### config.mk
export PLATFORM = sky130hd
export DESIGN_NAME = plp_device_flat
export DESIGN_NICKNAME = d
export VERILOG_FILES = /design/src/rtl/plp_pkg.sv /design/src/rtl/plp_link_if.sv /design/src/rtl/plp_device.sv /design/src/flat_wrapper.sv
export SDC_FILE = /design/constraint.sdc
export NUM_CORES = 1
export LEC_CHECK = 0
export BUFFER_PORTS_ARGS = -buffer_cell sky130_fd_sc_hd__buf_2
export CELL_PAD_IN_SITES_DETAIL_PLACEMENT = 2
export CELL_PAD_IN_SITES_GLOBAL_PLACEMENT = 2
export CORE_MARGIN = 3
export CORE_UTILIZATION = 23
export DETAILED_ROUTE_END_ITERATION = 10
export GPL_TIMING_DRIVEN = 0
export PLACE_DENSITY_LB_ADDON = 0.1
export SLEW_MARGIN = 20
export SYNTH_ARGS = -nofsm -noshare
export SYNTH_HDL_FRONTEND = slang
export SYNTH_SLANG_ARGS = --single-unit
### constraint.sdc
create_clock -name clock -period 7.2 [get_ports clock]
set_clock_uncertainty 0.15 [all_clocks]
set_input_delay 0.36 -clock clock [delete_from_list [all_inputs] [get_ports clock]]
set_output_delay 0.36 -clock clock [all_outputs]
set_load 0.02 [all_outputs]
### src/rtl/plp_pkg.sv
// Purpose: shared constants, types and helpers for the serial divider link
// Assumes: 50 MHz system clock on both ends
// Notes: word layout is control bit last, most significant bit first
package plp_pkg;
    localparam int SR_W = 19;
    localparam int REF_W = 14;
    localparam int SWAL_W = 7;
    localparam int MAIN_W = 11;
    localparam int PRE_W = 8;
    localparam int CTRL_BIT = 0;
    localparam int SWSEL_BIT = 1;
    localparam int REF_LSB = 2;
    localparam int SWAL_LSB = 1;
    localparam int MAIN_LSB = 8;
    localparam logic [4:0] REF_WORD_LEN = 5'h10;
    localparam logic [4:0] MAIN_WORD_LEN = 5'h13;
    // prescaler terminal counts for divide by 128 and by 129
    localparam logic [PRE_W-1:0] PRE_LOW_LAST = 8'h7f;
    localparam logic [PRE_W-1:0] PRE_HIGH_LAST = 8'h80;
    localparam logic [REF_W-1:0] REF_MIN = 14'h0008;
    localparam logic [MAIN_W-1:0] MAIN_MIN = 11'h010;
    localparam logic [SWAL_W-1:0] SWAL_INIT = 7'h00;
    localparam int CLK_PERIOD_NS = 20;
    localparam int LOCK_WINDOW_NS = 625;
    localparam logic [6:0] LOCK_CYC = 7'((LOCK_WINDOW_NS + CLK_PERIOD_NS - 1) / CLK_PERIOD_NS);
    localparam logic [1:0] LOCK_GOOD = 2'h3;
    localparam int T_MIN_NS = 1000;
    localparam logic [6:0] T_MIN_CYC = 7'((T_MIN_NS + CLK_PERIOD_NS - 1) / CLK_PERIOD_NS);
    // synchroniser slots of the device
    localparam int NSYNC = 6;
    localparam int IX_SCLK = 0;
    localparam int IX_DATA = 1;
    localparam int IX_LE = 2;
    localparam int IX_PS = 3;
    localparam int IX_POL = 4;
    localparam int IX_VCO = 5;
    // host command port map
    localparam logic [3:0] ADDR_REF = 4'h0;
    localparam logic [3:0] ADDR_MAIN = 4'h1;
    localparam logic [3:0] ADDR_CTRL = 4'h2;
    localparam logic [3:0] ADDR_STATUS = 4'h3;
    localparam int ST_BUSY = 0;
    localparam int ST_LOCK = 1;
    localparam int ST_REFUSED = 2;
    localparam int CT_PS = 0;
    localparam int CT_POL = 1;

    typedef enum logic {MODE_STANDBY = 1'b0, MODE_RUN = 1'b1} plp_mode_t;
    typedef enum logic [2:0] {
        H_IDLE = 3'b000, H_SETUP = 3'b001, H_HIGH = 3'b010, H_STROBE = 3'b011, H_TAIL = 3'b100
    } plp_hstate_t;

    // settled value: follows the input once second and third stages agree
    function automatic logic plp_settle(input logic [2:0] s, input logic st);
        plp_settle = (s[1] == s[2]) ? s[2] : st;
    endfunction : plp_settle
endpackage : plp_pkg

### src/rtl/plp_link_if.sv
// Purpose: three-wire programming link plus mode pins between host and device
// Assumes: host drives all but the lock indicator
// Notes: no clocking block; both ends sample with their own clock
`timescale 1ns/1ps
interface plp_link_if;
    logic sclk;
    logic sdata;
    logic load_strobe;
    logic power_save_input;
    logic phase_polarity_input;
    logic lock_indicator;
    modport host (output sclk, output sdata, output load_strobe, output power_save_input,
                  output phase_polarity_input, input lock_indicator);
    modport dev (input sclk, input sdata, input load_strobe, input power_save_input,
                 input phase_polarity_input, output lock_indicator);
endinterface : plp_link_if

### src/rtl/plp_device.sv
// Purpose: serially programmed divider, phase detector, lock and switch logic
// Assumes: system clock acts as reference oscillator; vco_in is a slow pulse train
// Notes: analog parts reduced to drive level plus output enable
`timescale 1ns/1ps
//////////////////////////////////////////////////////////////////////////////
// Behaviour
// - host keeps prescaler select zero
// - fourteen reference bits load reference counter
// - host sets control bit in reference words
// - host shifts words most significant first
// - 19-bit shift, 18-bit latch, swallow, main counters
// - low seven bits set swallow count
// - upper eleven bits set main count
// - host clears control bit in main words
// - one bit captured per serial clock rise
// - strobe raised after last clock rise
// - power save high means normal operation
// - power save low: stand-by, lock shows locked
// - stand-by leaves pump output high impedance
// - leaving stand-by realigns both divided phases
// - host holds stand-by during power up
// - polarity input sets pump drive sense
// - lock after three cycles within window
// - strobe high routes pump to switch pin
// - strobe rise copies word by control bit
// - host never programs reference below eight
module plp_device
    import plp_pkg::*;
#(
    parameter logic [REF_W-1:0] REF_INIT = REF_MIN,
    parameter logic [MAIN_W-1:0] MAIN_INIT = MAIN_MIN
) (
    // clock and reset
    input wire logic clock,
    input wire logic sys_rst,
    // programming link
    plp_link_if.dev link,
    // vco pulses into the internal 128/129 prescaler
    input wire logic vco_in,
    // charge pump and analog switch
    output logic pump_out,
    output logic pump_oe_n,
    output logic switch_out,
    output logic switch_oe_n,
    // monitors
    output logic divided_reference,
    output logic divided_vco,
    output logic standby
);
    typedef struct packed {
        logic [NSYNC-1:0][2:0] sy;
        logic [NSYNC-1:0] st;
        logic [SR_W-1:0] sr;
        logic [REF_W:0] ref_lat;
        logic [MAIN_W+SWAL_W-1:0] main_lat;
        plp_mode_t mode;
        logic [REF_W-1:0] ref_cnt;
        logic [PRE_W-1:0] pre;
        logic [SWAL_W-1:0] swal_cnt;
        logic [MAIN_W-1:0] main_cnt;
        logic fref;
        logic fvco;
        logic up;
        logic dn;
        logic [6:0] wid;
        logic [1:0] good;
        logic locked;
        logic lock;
        logic pump;
        logic pump_oe_n;
        logic sw;
        logic sw_oe_n;
    } plp_dev_state_t;

    localparam plp_dev_state_t DEV_RESET = '{
        ref_lat: {REF_INIT, 1'b0},
        main_lat: {MAIN_INIT, SWAL_INIT},
        mode: MODE_STANDBY,
        ref_cnt: REF_INIT,
        main_cnt: MAIN_INIT,
        lock: 1'b1,
        pump_oe_n: 1'b1,
        sw_oe_n: 1'b1,
        default: '0
    };

    plp_dev_state_t r;
    plp_dev_state_t n;
    logic [NSYNC-1:0] pin;
    logic [NSYNC-1:0] rise;
    logic [PRE_W-1:0] pre_last;
    logic active;

    assign pin = {vco_in, link.phase_polarity_input, link.power_save_input,
                  link.load_strobe, link.sdata, link.sclk};

    //////////////////////////////////////////////////////////////////////////
    always_comb begin
        n = r;
        rise = '0;
        pre_last = PRE_LOW_LAST;
        active = 1'b0;
        n.fref = 1'b0;
        n.fvco = 1'b0;
        for (int i = 0; i < NSYNC; i++) begin
            n.sy[i] = {r.sy[i][1:0], pin[i]};
            n.st[i] = plp_settle(r.sy[i], r.st[i]);
            rise[i] = n.st[i] & ~r.st[i];
        end
        // serial loading
        if (rise[IX_SCLK]) begin
            n.sr = {r.sr[SR_W-2:0], r.st[IX_DATA]};
        end
        if (rise[IX_LE]) begin
            if (r.sr[CTRL_BIT]) begin
                n.ref_lat = r.sr[REF_LSB+REF_W-1:SWSEL_BIT];
            end else begin
                n.main_lat = r.sr[SR_W-1:SWAL_LSB];
            end
        end
        n.mode = n.st[IX_PS] ? MODE_RUN : MODE_STANDBY;
        if (n.mode == MODE_RUN && r.mode == MODE_STANDBY) begin
            // restart both dividers together so the first comparison is aligned
            n.ref_cnt = r.ref_lat[REF_W:1];
            n.main_cnt = r.main_lat[MAIN_W+SWAL_W-1:SWAL_W];
            n.swal_cnt = r.main_lat[SWAL_W-1:0];
            n.pre = '0;
            n.up = 1'b0;
            n.dn = 1'b0;
            n.wid = '0;
        end else if (r.mode == MODE_RUN) begin
            // reference divider: reload only at terminal count
            if (r.ref_cnt <= 14'h0001) begin
                n.ref_cnt = r.ref_lat[REF_W:1];
                n.fref = 1'b1;
            end else begin
                n.ref_cnt = r.ref_cnt - 14'h0001;
            end
            // pulse swallow: 129 while swallow count remains, then 128
            pre_last = (r.swal_cnt != '0) ? PRE_HIGH_LAST : PRE_LOW_LAST;
            if (rise[IX_VCO]) begin
                if (r.pre >= pre_last) begin
                    n.pre = '0;
                    if (r.swal_cnt != '0) begin
                        n.swal_cnt = r.swal_cnt - 7'h01;
                    end
                    if (r.main_cnt <= 11'h001) begin
                        n.main_cnt = r.main_lat[MAIN_W+SWAL_W-1:SWAL_W];
                        n.swal_cnt = r.main_lat[SWAL_W-1:0];
                        n.fvco = 1'b1;
                    end else begin
                        n.main_cnt = r.main_cnt - 11'h001;
                    end
                end else begin
                    n.pre = r.pre + 8'h01;
                end
            end
            // phase detector and lock window
            n.up = r.up | r.fref;
            n.dn = r.dn | r.fvco;
            if (n.up ^ n.dn) begin
                if (r.wid < LOCK_CYC) begin
                    n.wid = r.wid + 7'h01;
                end
                if (n.wid >= LOCK_CYC) begin
                    n.locked = 1'b0;
                    n.good = '0;
                end
            end
            if (n.up & n.dn) begin
                n.up = 1'b0;
                n.dn = 1'b0;
                n.wid = '0;
                if (r.wid < LOCK_CYC) begin
                    if (r.good < LOCK_GOOD) begin
                        n.good = r.good + 2'h1;
                    end
                    if (r.good >= LOCK_GOOD - 2'h1) begin
                        n.locked = 1'b1;
                    end
                end
            end
        end
        // stand-by shows the locked level on the indicator
        n.lock = (n.mode == MODE_STANDBY) ? 1'b1 : n.locked;
        active = (n.mode == MODE_RUN) && (n.up ^ n.dn);
        n.pump = n.up ? n.st[IX_POL] : ~n.st[IX_POL];
        n.pump_oe_n = ~active;
        n.sw = n.pump;
        n.sw_oe_n = ~(n.st[IX_LE] & active);
    end

    //////////////////////////////////////////////////////////////////////////
    always_ff @(posedge clock) begin
        if (sys_rst) begin
            r <= DEV_RESET;
        end else begin
            r <= n;
        end
    end

    assign link.lock_indicator = r.lock;
    assign pump_out = r.pump;
    assign pump_oe_n = r.pump_oe_n;
    assign switch_out = r.sw;
    assign switch_oe_n = r.sw_oe_n;
    assign divided_reference = r.fref;
    assign divided_vco = r.fvco;
    assign standby = (r.mode == MODE_STANDBY);
endmodule : plp_device

### src/flat_wrapper.sv
// flat-port wrapper written by rule: the top's interface ports become plain ports
module plp_device_flat import plp_pkg::*;
#(
    parameter logic [REF_W-1:0] REF_INIT = REF_MIN,
    parameter logic [MAIN_W-1:0] MAIN_INIT = MAIN_MIN
)
  (clock, sys_rst, vco_in, pump_out, pump_oe_n, switch_out, switch_oe_n, divided_reference, divided_vco, standby, link_sclk, link_sdata, link_load_strobe, link_power_save_input, link_phase_polarity_input, link_lock_indicator);
  plp_link_if link_i ();
  input wire logic clock;
  input wire logic sys_rst;
  input wire logic vco_in;
  output logic pump_out;
  output logic pump_oe_n;
  output logic switch_out;
  output logic switch_oe_n;
  output logic divided_reference;
  output logic divided_vco;
  output logic standby;
  input wire logic [$bits(link_i.sclk)-1:0] link_sclk;
  input wire logic [$bits(link_i.sdata)-1:0] link_sdata;
  input wire logic [$bits(link_i.load_strobe)-1:0] link_load_strobe;
  input wire logic [$bits(link_i.power_save_input)-1:0] link_power_save_input;
  input wire logic [$bits(link_i.phase_polarity_input)-1:0] link_phase_polarity_input;
  output wire logic [$bits(link_i.lock_indicator)-1:0] link_lock_indicator;
  assign link_i.sclk = link_sclk;
  assign link_i.sdata = link_sdata;
  assign link_i.load_strobe = link_load_strobe;
  assign link_i.power_save_input = link_power_save_input;
  assign link_i.phase_polarity_input = link_phase_polarity_input;
  assign link_lock_indicator = link_i.lock_indicator;
  plp_device #(.REF_INIT(REF_INIT), .MAIN_INIT(MAIN_INIT)) u_core (.clock(clock), .sys_rst(sys_rst), .link(link_i), .vco_in(vco_in), .pump_out(pump_out), .pump_oe_n(pump_oe_n), .switch_out(switch_out), .switch_oe_n(switch_oe_n), .divided_reference(divided_reference), .divided_vco(divided_vco), .standby(standby));
endmodule
* Word level (Yosys, flattened, before mapping) *
Cells that the tools add are included.

operators by class
  $add $sub $neg = 6
  order comparisons = 7
  equality and inequality tests = 6
  muxes and demuxes = 33
  bitwise gates (word level) = 21
  reductions and logical operators = 19

operator list
  kind                     number
  $mux W54                 1
  $mux W7                  6
  $mux W40                 1
  $mux W26                 1
  $mux W18                 1
  $mux W8                  2
  $le A14 B1 Y1 const B    1
  $mux W14                 1
  $sub A14 B1 Y14 const B  1
  $mux W1                  13
  $mux W12                 1
  $not A1 Y1               12
  $le A11 B1 Y1 const B    1
  $mux W11                 1
  $sub A11 B1 Y11 const B  1
  $mux W10                 1
  $reduce_and A2 Y1        5
  $mux W9                  1
  $add A8 B1 Y8 const B    1
  $ge A8 B8 Y1             1
  $reduce_bool A2 Y1       4
  $add A7 B1 Y7 const B    1
  $ge A7 B6 Y1 const B     1
  $lt A7 B6 Y1 const B     1
  other kinds (18)         32

word-level totals
  flip-flop bits (word level) = 135
  bits of input ports = 8
  output and inout port bits = 8
  logic and storage cells = 119

* Logic depth before layout (Yosys ltp) *
  word-level depth = 17
  depth in mapped cells = 13
  gate-level depth less buffers = 11

* Least setup slack after synthesis *
Ideal clock, no wire load.

  path type = reg2reg
  start point = register u_core.r[30] (netlist name)
  end point = register u_core.r[20] (netlist name)
  setup time = 0.086 ns
  arrival = 2.789 ns
  required time = 6.964 ns
  setup slack = 4.175 ns
  stages on the path, launching flop included = 13
  buffers on the path = 2
  period minus slack after synthesis = 3.025 ns
  path through = dfxtp_1 -> inv_1 -> ha_1 -> nor4b_2 -> nand2_1 -> ha_1 -> a2111oi_0 -> o21a_1 -> nor4_1 -> or3_1 -> buf_2 -> buf_4 -> a211oi_1

between the ends
  longest elaborated chain between the ends = 5

ends and longest elaborated chain
  element                       line               RTL
  start: declaration            plp_device.sv:87   plp_dev_state_t r;
  start signal: assignment      plp_device.sv:198  r <= n;
  $reduce_bool A7 Y1            plp_device.sv:140  pre_last = (r.swal_cnt != '0) ? PRE_HIGH_LAST : PRE_LOW_LAST;
  $mux W8                       plp_device.sv:140
  $ge A8 B8 Y1                  plp_device.sv:142  if (r.pre >= pre_last) begin
  $reduce_bool A2 Y1 (no line)  --
  $reduce_and A3 Y1 (no line)   --

No other way between the ends.
A chain may end at the register's enable or synchronous reset.

* Worst setup path in the final report *
  start point = register u_core.r[30] (netlist name)
  end point = register u_core.r[30] (netlist name)

between the ends
  longest elaborated chain between the ends = 7
  elaborated cells between the ends (all ways) = 13
  classes of those cells = add/sub: 1; order compare: 1; mux: 7; reduce/logical: 4

ends and longest elaborated chain
  element        line               RTL
  $sub A7 B1 Y7  plp_device.sv:145  n.swal_cnt = r.swal_cnt - 7'h01;
  $mux W7        plp_device.sv:144  if (r.swal_cnt != '0) begin
  $mux W7        plp_device.sv:147  if (r.main_cnt <= 11'h001) begin
  $mux W18       plp_device.sv:142
  $mux W26       plp_device.sv:141  if (rise[IX_VCO]) begin
  $mux W54       plp_device.sv:131  end else if (r.mode == MODE_RUN) begin
  $mux W40       plp_device.sv:122  if (n.mode == MODE_RUN && r.mode == MODE_STANDBY) begin

Several ways; a longest one is shown, not always the timed one. The select of a mux whose other input is x is not followed.

==> results.toml <==
[setup_path]
cpPeakStageDelay_ns = 0.52
crit_chain = "inv_1 > ha_1 > nor4b_2 > nand2_1 > ha_1 > a2111oi_0 > o21a_1 > o22ai_1 > a31oi_1 > buf_2 > a221oi_1 > a211oi_1"
cp_data_required_time_ns = 7.37
cp_data_arrival_time_ns = 4.23
endpoint_kind = "flop"
cp-startpoint = "u_core.r[30]"
worst-setup-path-type = "flop to flop"
r2r_start = "u_core.r[30]"
crit_fanout = 10
critical_path.most_common_cell = "ha_1"
cp_slowest_cell = "a31oi_1"
start_kind = "flop"

[timing]
slew_violations = 0
hold_viol = 0
fmax_mhz = 246.3
setup_viol = 0
period_needed_ns = 4.060
period_share = 0.5638
tightest_slew_ns = 0.9652
rsz0062_at_grt = "false"
finalWorstSetupSlack_ns = 3.140
slew_headroom = 0.3516
finalSetupTns_ns = 0

[cells_and_area]
fin_cells = 1068
drive_above_1_share = 0.1035
antenna_cells = 0
fillers = 2849
nets = 758
multiInputGateArea_um2 = 2952
regArea_um2 = 2663
syn2layout_area_growth_pct = 19.10

[routing]
wl_per_cell_um = 18.56
drc = 0
final_antenna_net_count = 0
drt_iter0_drc = 222
avgViaCountPerCell = 4.839
dr.pass1.iters = 4
via_count = 5168
routed_wl_mm = 19.82

[flow_run]
maxCapViolCount = 0

[power]
powerDensity_nw_per_um2 = 240.0
leakagePower_uw = 0.002408
peakVddDrop_mv = 0.1283

[clock_tree]
cts_setup_buffers = 0
clk_pin_slew_worst_paths_ns = 0.06
cts_tree = "built"
cts_max_level = 4
cts_buffers = 17
cts.sinks = 133
insertion_delay_ns = 0.42
clockRootBuffer = "clkbuf_16"
cts.path.max_buffers = 2

[logic_synthesis]
synth_area_um2 = 5831
synth_common_cells = "nand2_1, dfxtp_1, a21oi_1, nor2_1, nor3_1"
synth_edf_count = 0
synth_top_cell_by_area = "dfxtp_1"
ys_seq_area_frac = 0.4567
ys_types = 70
syn_avg_cell_area_um2 = 8.426
yosys.area.top_type_share = 0.4567
ys_seq_elements = 133
yosysMostFrequentCell = "nand2_1"
synth_nets = 719
syn_inst = 692
yosys_warnings = 0
synth-async-reset-ratio = 0
synth_area_leaders = "dfxtp_1, nand2_1, a21oi_1, ha_1, nor2_1"
ys.flop_type = "dfxtp_1"

[min_path]
hold_start = "vco_in"
hold_path_class = "input pin to flop"

[grt]
grt.total_usage = 0.1549
grt.overflow.total = 0
antenna_found_initial = 0
grt_pass1_wl_mm = 32.48
first_global_vias = 5790
grt_max_degree = 17

[die]
die_x_um = 165.2
initial_core_util = 0.2370
design.die.area_um2 = 27300
rows = 57
core_um2 = 24600
die_y_um = 165.2
io_pins = 16

[placement]
pre_cts_ws_ns = 3.106
dp_cells = 1031
hpwl_mm = 14.58
io_buffer_count = 15
gp_congestion = 0.7849

[run_status]
run_status = "finished, final reports clean"
## kinds of logic (layout without fill, tap and decap cells)
logic type,count (synthesis),count (layout),share of synthesized area
flip-flops,133,133,0.4567
buffers and inverters,50,102,0.03712
multiplexers,6,6,0.01052
XOR/XNOR,18,18,0.02704
adder cells (fa/ha/maj),22,22,0.04592
AO/OA/AOI/OAI,167,167,0.1792
AND/OR/NAND/NOR,296,296,0.2436
## cell type report
class	count	area share
buffer	31	0.02090
clock buffer	18	0.06180
clock inverter	14	0.02216
inverter	19	0.01027
multi-input combinational	509	0.4250
sequential	133	0.3834
tap	324	0.05838
timing repair buffer	20	0.01802
## cell usage in the layout (no fill, tap or decap), drive strengths merged, types with 7 or more instances in the layout
cell / instances
nor2b: 22
ha: 19
nor2: 44
clkbuf: 39
nor3: 30
nand4: 8
nor4: 7
nand2: 141
nand3: 10
xor2: 10
xnor2: 8
a211oi: 7
inv: 21
or3: 8
buf: 25
dfxtp: 133
o21ai: 25
a31oi: 7
a21oi: 80
## power by group
group          switching [uW]  internal [uW]
clock                     364            513
sequential               3.39            741
combinational            31.6           13.2
total                     399           1270
## layer usage
layer / up-vias / global-route usage / routed length [um]
met4: 0 / 0.03736 / 197
li1: 2509 / - / -
met1: 2609 / 0.2034 / 9567
met3: 13 / 0.02569 / 373
met2: 37 / 0.2650 / 9678
met5: - / 0 / 0
## flip-flops by register name (all words and copies together) (netlist names)
| name | count |
|---|---|
| u_core.pump_oe_n | 1 |
| u_core.divided_reference | 1 |
| u_core.divided_vco | 1 |
| u_core.n | 12 |
| u_core.link.lock_indicator | 1 |
| u_core.r | 115 |
| u_core.pump_out | 1 |
| u_core.switch_oe_n | 1 |
## what timing repair did
action                                 in CTS  in global routing
hold buffers                                5                  0
gates resized for setup                     0                  0
endpoints found under the hold margin       5                  0
## path summary, 6_finish.rpt
path / slack (ns) / to / cells past startpoint
setup / recovery: 3.14 / u_core.r[30] / 12
hold / removal: 0.03 / u_core.n[134] / 2
setup reg to reg: 3.14 / u_core.r[30] / 12
hold reg to reg: 0.29 / u_core.n[132] / 1
## critical path: cells and delay by family, from the launching register on
kind / cells / cell delay [ns]
buffers and inverters: 2 / 0.46
adders and majority gates: 2 / 0.55
DFF: 1 / 0.32
and+or+nand+nor: 2 / 0.81
AOI/OAI and AO/OA: 6 / 1.68
## stage by stage
| stage | hold slack, ns | total power [uW] | area (um2) | util |
|---|---|---|---|---|
| global route | 0.02916 | 1730 | 6944 | 0.2822 |
| finish | 0.03295 | 1666 | 6944 | 0.2822 |
| CTS | 0.02406 | 1694 | 6944 | 0.2822 |
| floorplan | 0.2638 | 784.3 | 5831 | - |
| detailed placement | 0.2846 | 805.3 | 6311 | 0.2565 |
| global placement | 0.2681 | 803.8 | 6311 | 0.2565 |
(Power assumes the default switching activity.)
